### src/mecd_pkg.sv
// What this block does
// - A front-end pass-through command is opcode 0x07, then a register-code byte, then one data byte.
// - The register-code byte carries the front-end register code in bits 7:5 with bits 4:0 zero.
// - Pass-through data goes to the addressed front-end part unchanged and in arrival order.
// - The engine configuration command is opcode 0x20 followed by two bytes that replace the settings.
// - Bits 2:1 of the first setting byte pick 9600 (00), 4800 (01) or 2400 (11) bps; 10 is undefined.
// - Bit 5 of the first setting byte forces a cleardown when set.
// - Bit 4 of the first setting byte turns the echo canceller on when set.
// - Bit 0 of the first setting byte selects originate when set and answer when clear.
// - Bit 3 of byte one enables analog loopback, bit 3 of byte two enables digital loopback.
// - Bits 7:4 of byte two set transmit attenuation, 0 to 22 dB in 2 dB steps, above 1011 infinite.
// - Opcode 0x0e loads tone generator one and is followed by two descriptor bytes.
// - The 16-bit descriptor is the phase step tone generator one adds each sample.
// - The descriptor arrives low byte first, then high byte.
// - Loading the descriptor leaves the generator's enable state alone.
package mecd_pkg;

  // ********************************************************
  // Command codes and field positions
  // ********************************************************
  localparam logic [7:0] OP_FE_PASS = 8'h07;
  localparam logic [7:0] OP_ENGINE_CFG = 8'h20;
  localparam logic [7:0] OP_TONE1_LOAD = 8'h0e;
  localparam int B1_ORIG = 0;
  localparam int B1_SPEED_LO = 1;
  localparam int B1_AL = 3;
  localparam int B1_EC = 4;
  localparam int B1_FC = 5;
  localparam int B2_DL = 3;
  localparam int B2_ATN_LO = 4;
  localparam logic [3:0] ATN_MAX_CODE = 4'hb;
  localparam logic [1:0] SPEED_UNDEF = 2'h2;

  // ********************************************************
  // Register map (byte addresses) and reset values
  // ********************************************************
  localparam logic [7:0] ADDR_CMD_BYTE = 8'h00;
  localparam logic [7:0] ADDR_STATUS = 8'h04;
  localparam logic [7:0] ADDR_CFG = 8'h08;
  localparam logic [7:0] ADDR_TONE1 = 8'h0c;
  localparam logic [7:0] ADDR_FE_LAST = 8'h10;
  localparam logic [7:0] RST_CFG1 = 8'h00;
  localparam logic [7:0] RST_CFG2 = 8'h00;
  localparam logic [15:0] RST_TONE1 = 16'h0000;
  localparam logic [1:0] RESP_OKAY = 2'h0;
  localparam logic [1:0] RESP_SLVERR = 2'h2;

  typedef enum logic [1:0] {
    ST_OPCODE = 2'b00,
    ST_BYTE1 = 2'b01,
    ST_BYTE2 = 2'b10
  } mecd_state_e;

  // Decoded engine configuration
  typedef struct packed {
    logic force_cleardown_flag;
    logic echo_cancel_on;
    logic analog_loopback_en;
    logic digital_loopback_en;
    logic originate;
    logic [1:0] line_speed_code;
    logic [3:0] tx_atten_code;
  } mecd_cfg_s;

  // Front-end pass-through write
  typedef struct packed {
    logic [2:0] reg_code;
    logic [7:0] data;
  } mecd_fe_s;

endpackage

### src/mecd_cfg_decode.sv
`timescale 1ns/1ps
`default_nettype none
module mecd_cfg_decode
  import mecd_pkg::*;
(
  input wire logic [7:0] cfg1,
  input wire logic [7:0] cfg2,
  output mecd_cfg_s cfg,
  output logic speed_undef,
  output logic atten_mute,
  output logic [4:0] atten_db
);
  // Field extraction, reserved bits never looked at
  always_comb begin
    cfg.originate = cfg1[B1_ORIG];
    cfg.line_speed_code = cfg1[B1_SPEED_LO +: 2];
    cfg.analog_loopback_en = cfg1[B1_AL];
    cfg.echo_cancel_on = cfg1[B1_EC];
    cfg.force_cleardown_flag = cfg1[B1_FC];
    cfg.digital_loopback_en = cfg2[B2_DL];
    cfg.tx_atten_code = cfg2[B2_ATN_LO +: 4];
    speed_undef = (cfg.line_speed_code == SPEED_UNDEF);
    atten_mute = (cfg.tx_atten_code > ATN_MAX_CODE);
    atten_db = atten_mute ? 5'h00 : {cfg.tx_atten_code, 1'b0};
  end
endmodule
`default_nettype wire

### src/mecd_tone1.sv
`timescale 1ns/1ps
`default_nettype none
module mecd_tone1
  import mecd_pkg::*;
(
  input wire logic aclk,
  input wire logic aresetn,
  input wire logic load,
  input wire logic [15:0] phase_step_value,
  output logic [15:0] step_r
);
  logic [15:0] step_nxt;

  // Descriptor store, step_r keeps its value unless load is set
  always_comb begin
    step_nxt = load ? phase_step_value : step_r;
  end

  always_ff @(posedge aclk) begin
    if (!aresetn) begin
      step_r <= RST_TONE1;
    end else begin
      step_r <= step_nxt;
    end
  end
endmodule
`default_nettype wire

### src/mecd_top.sv
// Implementation choices: the AXI4-Lite register port and the register addresses.
`timescale 1ns/1ps
`default_nettype none
module mecd_top
  import mecd_pkg::*;
(
  input wire logic aclk,
  input wire logic aresetn,
  input wire logic [7:0] s_axi_awaddr,
  input wire logic [2:0] s_axi_awprot,
  input wire logic s_axi_awvalid,
  output logic s_axi_awready,
  input wire logic [31:0] s_axi_wdata,
  input wire logic [3:0] s_axi_wstrb,
  input wire logic s_axi_wvalid,
  output logic s_axi_wready,
  output logic [1:0] s_axi_bresp,
  output logic s_axi_bvalid,
  input wire logic s_axi_bready,
  input wire logic [7:0] s_axi_araddr,
  input wire logic [2:0] s_axi_arprot,
  input wire logic s_axi_arvalid,
  output logic s_axi_arready,
  output logic [31:0] s_axi_rdata,
  output logic [1:0] s_axi_rresp,
  output logic s_axi_rvalid,
  input wire logic s_axi_rready,
  output logic fe_wr_r,
  output logic [2:0] fe_reg_r,
  output logic [7:0] fe_data_r,
  output mecd_cfg_s cfg_r,
  output logic [15:0] tone1_step_r
);
  // ********************************************************
  // Write channel
  // ********************************************************
  logic aw_hold_r, aw_hold_nxt, w_hold_r, w_hold_nxt;
  logic [7:0] aw_addr_r, aw_addr_nxt;
  logic [7:0] w_byte_r, w_byte_nxt;
  logic w_lane_r, w_lane_nxt;
  logic bvalid_r, bvalid_nxt;
  logic [1:0] bresp_r, bresp_nxt;
  logic byte_push;
  logic wr_fire;
  logic awready_r, wready_r;

  // Capture address and data in either order, answer after both
  // Both stay held until the response is taken, so no write slips in
  always_comb begin
    aw_hold_nxt = aw_hold_r;
    w_hold_nxt = w_hold_r;
    aw_addr_nxt = aw_addr_r;
    w_byte_nxt = w_byte_r;
    w_lane_nxt = w_lane_r;
    bvalid_nxt = bvalid_r;
    bresp_nxt = bresp_r;
    byte_push = 1'b0;
    wr_fire = aw_hold_r && w_hold_r && !bvalid_r;
    if (s_axi_awvalid && !aw_hold_r) begin
      aw_hold_nxt = 1'b1;
      aw_addr_nxt = s_axi_awaddr;
    end
    if (s_axi_wvalid && !w_hold_r) begin
      w_hold_nxt = 1'b1;
      w_byte_nxt = s_axi_wdata[7:0];
      w_lane_nxt = s_axi_wstrb[0];
    end
    if (wr_fire) begin
      bvalid_nxt = 1'b1;
      if (aw_addr_r[7:2] == ADDR_CMD_BYTE[7:2]) begin
        bresp_nxt = RESP_OKAY;
        byte_push = w_lane_r;
      end else begin
        bresp_nxt = RESP_SLVERR;
      end
    end
    if (bvalid_r && s_axi_bready) begin
      bvalid_nxt = 1'b0;
      aw_hold_nxt = 1'b0;
      w_hold_nxt = 1'b0;
    end
  end

  always_ff @(posedge aclk) begin
    if (!aresetn) begin
      aw_hold_r <= 1'b0;
      w_hold_r <= 1'b0;
      aw_addr_r <= 8'h00;
      w_byte_r <= 8'h00;
      w_lane_r <= 1'b0;
      bvalid_r <= 1'b0;
      bresp_r <= RESP_OKAY;
      awready_r <= 1'b1;
      wready_r <= 1'b1;
    end else begin
      awready_r <= !aw_hold_nxt;
      wready_r <= !w_hold_nxt;
      aw_hold_r <= aw_hold_nxt;
      w_hold_r <= w_hold_nxt;
      aw_addr_r <= aw_addr_nxt;
      w_byte_r <= w_byte_nxt;
      w_lane_r <= w_lane_nxt;
      bvalid_r <= bvalid_nxt;
      bresp_r <= bresp_nxt;
    end
  end

  assign s_axi_awready = awready_r;
  assign s_axi_wready = wready_r;
  assign s_axi_bvalid = bvalid_r;
  assign s_axi_bresp = bresp_r;

  // ********************************************************
  // Command decoder
  // ********************************************************
  mecd_state_e st_r, st_nxt;
  logic [7:0] op_r, op_nxt, b1_r, b1_nxt;
  logic [7:0] cfg1_r, cfg1_nxt, cfg2_r, cfg2_nxt;
  logic fe_wr_nxt;
  logic [2:0] fe_reg_nxt;
  logic [7:0] fe_data_nxt;
  logic tone_load;
  logic bad_op_r, bad_op_nxt;
  logic fe_code_err_r, fe_code_err_nxt;

  // Collect three bytes, act only on the last one
  always_comb begin
    st_nxt = st_r;
    op_nxt = op_r;
    b1_nxt = b1_r;
    cfg1_nxt = cfg1_r;
    cfg2_nxt = cfg2_r;
    fe_wr_nxt = 1'b0;
    fe_reg_nxt = fe_reg_r;
    fe_data_nxt = fe_data_r;
    tone_load = 1'b0;
    bad_op_nxt = bad_op_r;
    fe_code_err_nxt = fe_code_err_r;
    if (byte_push) begin
      case (st_r)
        ST_OPCODE: begin
          if (w_byte_r == OP_FE_PASS || w_byte_r == OP_ENGINE_CFG ||
              w_byte_r == OP_TONE1_LOAD) begin
            op_nxt = w_byte_r;
            st_nxt = ST_BYTE1;
          end else begin
            bad_op_nxt = 1'b1;
          end
        end
        ST_BYTE1: begin
          b1_nxt = w_byte_r;
          st_nxt = ST_BYTE2;
        end
        ST_BYTE2: begin
          st_nxt = ST_OPCODE;
          case (op_r)
            OP_FE_PASS: begin
              fe_wr_nxt = 1'b1;
              fe_reg_nxt = b1_r[7:5];
              fe_data_nxt = w_byte_r;
              fe_code_err_nxt = fe_code_err_r | (b1_r[4:0] != 5'h00);
            end
            OP_ENGINE_CFG: begin
              cfg1_nxt = b1_r;
              cfg2_nxt = w_byte_r;
            end
            OP_TONE1_LOAD: begin
              tone_load = 1'b1;
            end
            default: begin
              bad_op_nxt = 1'b1;
            end
          endcase
        end
        default: begin
          st_nxt = ST_OPCODE;
        end
      endcase
    end
  end

  always_ff @(posedge aclk) begin
    if (!aresetn) begin
      st_r <= ST_OPCODE;
      op_r <= 8'h00;
      b1_r <= 8'h00;
      cfg1_r <= RST_CFG1;
      cfg2_r <= RST_CFG2;
      fe_wr_r <= 1'b0;
      fe_reg_r <= 3'h0;
      fe_data_r <= 8'h00;
      bad_op_r <= 1'b0;
      fe_code_err_r <= 1'b0;
    end else begin
      st_r <= st_nxt;
      op_r <= op_nxt;
      b1_r <= b1_nxt;
      cfg1_r <= cfg1_nxt;
      cfg2_r <= cfg2_nxt;
      fe_wr_r <= fe_wr_nxt;
      fe_reg_r <= fe_reg_nxt;
      fe_data_r <= fe_data_nxt;
      bad_op_r <= bad_op_nxt;
      fe_code_err_r <= fe_code_err_nxt;
    end
  end

  // ********************************************************
  // Configuration fields and tone generator one
  // ********************************************************
  mecd_cfg_s cfg_dec;
  logic speed_undef, atten_mute;
  logic [4:0] atten_db;

  mecd_cfg_decode u_dec (
    .cfg1(cfg1_r),
    .cfg2(cfg2_r),
    .cfg(cfg_dec),
    .speed_undef(speed_undef),
    .atten_mute(atten_mute),
    .atten_db(atten_db)
  );

  // Registered copy of decoded configuration, one cycle after update
  always_ff @(posedge aclk) begin
    if (!aresetn) begin
      cfg_r <= '0;
    end else begin
      cfg_r <= cfg_dec;
    end
  end

  mecd_tone1 u_tone1 (
    .aclk(aclk),
    .aresetn(aresetn),
    .load(tone_load),
    .phase_step_value({w_byte_r, b1_r}),
    .step_r(tone1_step_r)
  );

  // ********************************************************
  // Read channel
  // ********************************************************
  logic rvalid_r, rvalid_nxt;
  logic [31:0] rdata_r, rdata_nxt;
  logic [1:0] rresp_r, rresp_nxt;
  logic arready_r;

  // One read at a time, answered one cycle after address acceptance
  always_comb begin
    rvalid_nxt = rvalid_r;
    rdata_nxt = rdata_r;
    rresp_nxt = rresp_r;
    if (s_axi_arvalid && !rvalid_r) begin
      rvalid_nxt = 1'b1;
      rresp_nxt = RESP_OKAY;
      case ({s_axi_araddr[7:2], 2'b00})
        ADDR_CMD_BYTE: rdata_nxt = 32'h0000_0000;
        ADDR_STATUS: rdata_nxt = {24'h000000, atten_db, speed_undef,
                                  atten_mute, 1'b0} |
                                 {28'h0000000, fe_code_err_r, bad_op_r,
                                  st_r};
        ADDR_CFG: rdata_nxt = {16'h0000, cfg2_r, cfg1_r};
        ADDR_TONE1: rdata_nxt = {16'h0000, tone1_step_r};
        ADDR_FE_LAST: rdata_nxt = {21'h000000, fe_reg_r, fe_data_r};
        default: begin
          rdata_nxt = 32'h0000_0000;
          rresp_nxt = RESP_SLVERR;
        end
      endcase
    end else if (rvalid_r && s_axi_rready) begin
      rvalid_nxt = 1'b0;
    end
  end

  always_ff @(posedge aclk) begin
    if (!aresetn) begin
      rvalid_r <= 1'b0;
      rdata_r <= 32'h0000_0000;
      rresp_r <= RESP_OKAY;
      arready_r <= 1'b1;
    end else begin
      arready_r <= !rvalid_nxt;
      rvalid_r <= rvalid_nxt;
      rdata_r <= rdata_nxt;
      rresp_r <= rresp_nxt;
    end
  end

  assign s_axi_arready = arready_r;
  assign s_axi_rvalid = rvalid_r;
  assign s_axi_rdata = rdata_r;
  assign s_axi_rresp = rresp_r;
endmodule
`default_nettype wire

### config.mk
export PLATFORM = sky130hd
export DESIGN_NAME = mecd_top
export DESIGN_NICKNAME = d
export VERILOG_FILES = /design/src/mecd_pkg.sv /design/src/mecd_cfg_decode.sv /design/src/mecd_tone1.sv /design/src/mecd_top.sv
export SDC_FILE = /design/constraint.sdc
export NUM_CORES = 1
export LEC_CHECK = 0
export BUFFER_PORTS_ARGS = -buffer_cell sky130_fd_sc_hd__clkbuf_2
export CAP_MARGIN = 25
export CORE_MARGIN = 1
export CORE_UTILIZATION = 55
export CTS_CLUSTER_DIAMETER = 30
export DETAILED_ROUTE_END_ITERATION = 16
export GPL_ROUTABILITY_DRIVEN = 0
export GPL_TIMING_DRIVEN = 0
export PLACE_DENSITY = 0.84
export SETUP_SLACK_MARGIN = 0.1
export SLEW_MARGIN = 40
export SYNTH_ARGS = -nofsm -noshare
export SYNTH_HDL_FRONTEND = slang
export SYNTH_HIERARCHICAL = 1
export SYNTH_SLANG_ARGS = --single-unit
### constraint.sdc
create_clock -name aclk -period 6.6 [get_ports aclk]
set_input_delay 0.33 -clock aclk [delete_from_list [all_inputs] [get_ports aclk]]
set_output_delay 0.33 -clock aclk [all_outputs]
set_load 0.01 [all_outputs]
---- Word-level counts from Yosys, hierarchy flattened ----
Cells that the tools add are included.
word-level totals
  input port bits ......................... 65
  word-level logic and storage cells ...... 103
  output and inout port bits .............. 80
  register bits ........................... 135
cells by class
  mux-type cells .......................... 21
  reductions and logical operators ........ 31
  equal/unequal tests ..................... 16
  bitwise gates (word level) .............. 3
  order comparisons ....................... 1
operator list
  operator            number
  $pmux 16 s4         1
  $eq 8x3->1 const B  2
  $eq 8x4->1 const B  2
  $eq 8x6->1 const B  2
  $mux 1              14
  $eq 6x2->1 const B  2
  $logic_not 6->1     2
  $reduce_and 3->1    4
  $or 8x4->8          1
  $logic_and 1x1->1   7
  $logic_not 1->1     7
  $eq 6x1->1 const B  1
  $eq 6x3->1 const B  1
  $mux 2              3
  $ne 2x2->1 const B  3
  $mux 5              1
  $reduce_bool 5->1   1
  $reduce_or 5->1     1
  $eq 2x2->1 const B  2
  $gt 4x4->1 const B  1
  $pmux 2 s2          1
  $reduce_and 2->1    2
  $reduce_and 4->1    1
  $reduce_or 3->1     1
  8 further kinds     9

---- Logic depth before layout (Yosys ltp) ----
  depth in word-level cells ............... 5
  gate-level depth with buffers ........... 7
  mapped depth without buffers ............ 5

---- By module ----
Netlist, hierarchy kept.
modules (own cells, without submodules)
  module           sequential area each (um^2)  area an instance (um^2)  cells an instance  instances
  mecd_top         1981.9                       4150.2                   456                1
  mecd_tone1       320.3                        615.6                    51                 1
  mecd_cfg_decode  0.0                          137.6                    19                 1

---- Worst setup path before layout ----
Ideal clock, no wire load.
  path kind ............................... flip-flop to flip-flop
  from .................................... register op_r[4]
  to ...................................... register u_tone1.step_r[10]
  library setup time ...................... 0.116 ns
  path buffers ............................ 2
  data arrival time ....................... 1.957 ns
  required time ........................... 6.484 ns
  period minus slack after synthesis ...... 2.073 ns
  cell stages (with the launch flop) ...... 8
  slack ................................... 4.527 ns
  cells stage by stage .................... dfxtp_1 > or4b_4 > nor3_2 > and4b_1 > buf_6 > buf_12 > mux2i_1 > nor2b_1
on the way
  cells in the longest elaborated chain, start to end .. 4
ends and longest elaborated chain
  element                   line              source
  start: declaration        mecd_top.sv:117   logic [7:0] op_r, op_nxt, b1_r, b1_nxt;
  start signal: assignment  mecd_top.sv:196   op_r <= op_nxt;
  $eq 8x4->1                mecd_top.sv:156   case (op_r)
  $mux 1                    mecd_top.sv:156
  $mux 1                    mecd_top.sv:140   case (st_r)
  $mux 1                    mecd_top.sv:139   if (byte_push) begin
  named net tone_load       mecd_top.sv:122   logic tone_load;
  end signal: assignment    mecd_tone1.sv:23  step_r <= step_nxt;
  end: declaration          mecd_tone1.sv:10  output logic [15:0] step_r
The timed path passes the listed nets, and every way through them passes these cells.
A chain may end at the register's enable or synchronous reset.

---- Worst setup path in the final report ----
  from .................................... register st_r[1]
  to ...................................... register u_tone1.step_r[7]
on the way
  cells in the longest elaborated chain, start to end .. 3
ends and longest elaborated chain
  element                   line             source
  start: declaration        mecd_top.sv:116  mecd_state_e st_r, st_nxt;
  start signal: assignment  mecd_top.sv:195  st_r <= st_nxt;
  $eq 2x2->1                mecd_top.sv:140
  $mux 1                    mecd_top.sv:140
  $mux 1                    mecd_top.sv:139
  named net tone_load       mecd_top.sv:122
The timed path passes the listed nets, and every way through them passes these cells.

==> summary.txt <==
Run status
  • Status: completed

Worst hold path
  • Hold Crit Depth: 3
  • Hold Crit Class: in -> reg
  • WHS Endpoint: w_byte_r[4]
  • Min-delay src: s_axi_wdata[4]

Routing
  • # DRC: 0
  • Antenna-violating nets left: 0
  • WL/cell: 17.5 um
  • Detailed Route WL: roughly 14000 um
  • Vias/cell: between 5 and 6
  • Drt first pass iters: 6
  • Routed via count: about 4500
  • DRT iter0 DRCs: 452

Clocking
  • Post-CTS Setup Bufs: 0
  • CTS resizes: 0
  • H-tree depth: 4
  • Root Driver: clkbuf_8
  • Worst skew pair latency: 0.53 ns
  • CTS Hold Bufs: 0
  • Clk sinks: 115
  • TritonCTS clock tree: yes
  • Clk buf depth: 2
  • Clk slew on worst S/H paths: roughly 0.060 ns
  • CTS Buf Count: 17

Logic synthesis
  • Most common flop cell mapped by yosys: dfxtp_1
  • Distinct cells, synth: 57
  • Seq/Total Area, Yosys: 0.470
  • Post-synth top area share: 0.470
  • Cell area after synthesis: just under 5000 um2
  • Yosys warnings: 6
  • Top-count cell post-synth: dfxtp_1
  • Post-synth top cells: dfxtp_1 (115), a21oi_1 (45), nand2_1 (44)
  • FF+latch count, synth: between 100 and 150
  • Asr flop ratio synth: 0
  • Synth Area per Inst: just over 9 um2
  • Post-synth EDFFs: 0
  • Cells after synthesis: ~530
  • Yosys top cell by area: dfxtp_1
  • Synth top area cells: dfxtp_1 (47%), mux2i_1 (8.0%), buf_4 (4.7%)

Cells and area
  • NumNets Final: roughly 720
  • Diode count: 0
  • Area growth from synthesis to layout: 26.0%
  • Layout cells sized above 1: 0.277

GRT
  • M3 GR Usage: 0.0994
  • First-pass GRT wire length: roughly 21000 um
  • Largest net degree at the start of global routing: 17
  • Remaining Overflow, GRT: 0
  • Global route hottest layer: met2
  • Vias in the first global route: ~4300
  • Met1 Use GR: 0.367
  • Met2 Use GR: 0.498
  • Overall Global Routing Usage: 0.309
  • Initial antenna violation count: 0

Flow run
  • MaxCap Viol Count: 0

Critical path
  • Endpoint class of the critical path: flop
  • R2R Path End: u_tone1/step_r[7]
  • Reg2reg start: st_r[1]
  • Crit-path max FO: 10
  • Worst path bufs/invs: 2
  • WS Path Type: reg -> reg
  • Startpoint types: flop
  • Critical Path AT: ~2.9 ns
  • Slowest stage cell, crit path: or4b_4
  • Max incr delay on CP: between 0.5 and 0.6 ns
  • Largest delay contributor family on the critical path: simple AND/OR/NAND/NOR gates
  • Reg2reg setup slack: ~4.2 ns
  • Register-to-Register Path Depth: 7
  • CP cell instances: or4b_4, nor3_2, and4b_1, buf_6, buf_12, mux2i_1, nor2b_1
  • CP required: roughly 7.0 ns

Timing
  • Setup Skew: 0.00731 ns
  • Min Hold Slack: 0.0272 ns
  • Final setup violation count: 0
  • Max Clock Freq: 0.408 GHz
  • Min cycle time layout: 2.45 ns
  • Final WS setup: 4.15 ns
  • Max-slew headroom: 0.588
  • Max Slew Vio Count: 0
  • Setup TNS: 0 ns
  • Worst Tran Pin Value: 0.615 ns
  • RSZ-0062 raised after global routing: no
  • Fin crit share: 0.371
  • Final Hold Fails: 0

Place
  • Worst slack, placed: around 4.2 ns
  • Detailed Place HPWL: slightly above 9000 um
  • Port Buffers: 89

Floorplanning
  • FP Rows: 34
  • Initial core utilization: 0.565
  • Die ar.: 9300 um2
  • # IOs: between 100 and 150
  • Width of the chip: 96.4 um
  • Vert. Die Dim: 96.4 um
  • Core Region: approximately 8700 um2

Power and ir drop
  • Lkg Pwr: ~2.6 nW
  • Max VDD drop: between 0.15 and 0.2 mV
  • Pwr/cell area: approximately 280 nW/um2
-- worst max-delay path by stage --
stage,startpoint,endpoint,depth (start not counted)
after global placement,st_r[1],u_tone1/step_r[9],7
after CTS,st_r[1],u_tone1/step_r[7],7
after detailed placement,st_r[1],u_tone1/step_r[7],7
after global routing,st_r[1],u_tone1/step_r[7],7
after floorplan,op_r[4],u_tone1/step_r[10],7
final,st_r[1],u_tone1/step_r[7],7
-- placed cells by master, fill, tap and decap left out, types with 8 or more instances in the layout --
| master | instances |
|---|---|
| clkbuf_16 | 16 |
| a21oi_1 | 45 |
| clkbuf_2 | 89 |
| mux2i_1 | 39 |
| o21ai_0 | 34 |
| o21ai_2 | 10 |
| nor2b_1 | 21 |
| nand2_1 | 44 |
| nor2_1 | 17 |
| and2_1 | 19 |
| clkbuf_1 | 21 |
| a22oi_1 | 10 |
| dfxtp_1 | 115 |
| a221oi_1 | 8 |
| nand3_1 | 22 |
| buf_4 | 31 |
| conb_1 | 19 |
-- worst reg2reg max path: stages, from the launching register on --
cell and delay [ns]:
dfxtp_1 0.43, or4b_4 0.53, nor3_2 0.45, and4b_1 0.29, buf_6 0.17, buf_12 0.16
mux2i_1 0.22, nor2b_1 0.07
-- routing by layer --
layer | routed length (um) | vias to the layer above
met4 | 541 | 0
met1 | 5350 | 2145
met5 | 0 | -
met3 | 1180 | 54
met2 | 6450 | 249
li1 | - | 2090
-- kinds of logic after synthesis --
logic type,count (synthesis),share of synthesized area
compound gates,125,0.158
xor+xnor,1,0.00179
buf+inv,72,0.0891
flops,115,0.470
mux,39,0.0796
other cells,2,0.00153
simple gates,172,0.200
-- power by group --
| group | internal, W | total [W] | leakage (nW) | switching [W] |
|---|---|---|---|---|
| logic | 0.0000317 | 0.0000779 | 1.34 | 0.0000462 |
| clock network | 0.000634 | 0.000965 | 0.297 | 0.000331 |
| registers | 0.000704 | 0.000716 | 0.931 | 0.0000119 |
| total | 0.00137 | 0.00176 | 2.56 | 0.000389 |
-- through the flow --
stage | area [um2] | cells | power [W] | utilization
floorplan | 4970 | 543 | 0.000777 | -
global placement | 5550 | 740 | 0.000804 | 0.639
detailed placement | 5550 | 740 | 0.000806 | 0.640
CTS | 6180 | 772 | 0.00176 | 0.712
global route | 6180 | 772 | 0.00180 | 0.712
finish | 6180 | 772 | 0.00176 | 0.712
-- sequential cells by signal, summed over array words and instances, names as in the netlist, 2 cells and up --
register and cells:
cfg_r 11, fe_data_r 8, st_r 2, cfg1_r 8, w_byte_r 8, s_axi_rdata 16, aw_addr_r 6, op_r 8
u_tone1/step_r 16, cfg2_r 8, fe_reg_r 3, b1_r 8
-- cell type report --
| type | instances | area (um2) |
|---|---|---|
| Buffer | 65 | 410 |
| Clock buffer | 20 | 445 |
| Clock inverter | 12 | 179 |
| Fill cell | 680 | 2500 |
| Inverter | 7 | 26.3 |
| Multi-Input combinational cell | 356 | 2230 |
| Sequential cell | 115 | 2300 |
| Tap cell | 108 | 135 |
| Timing Repair Buffer | 89 | 445 |
No activity file was read; power rests on OpenSTA's default activity.
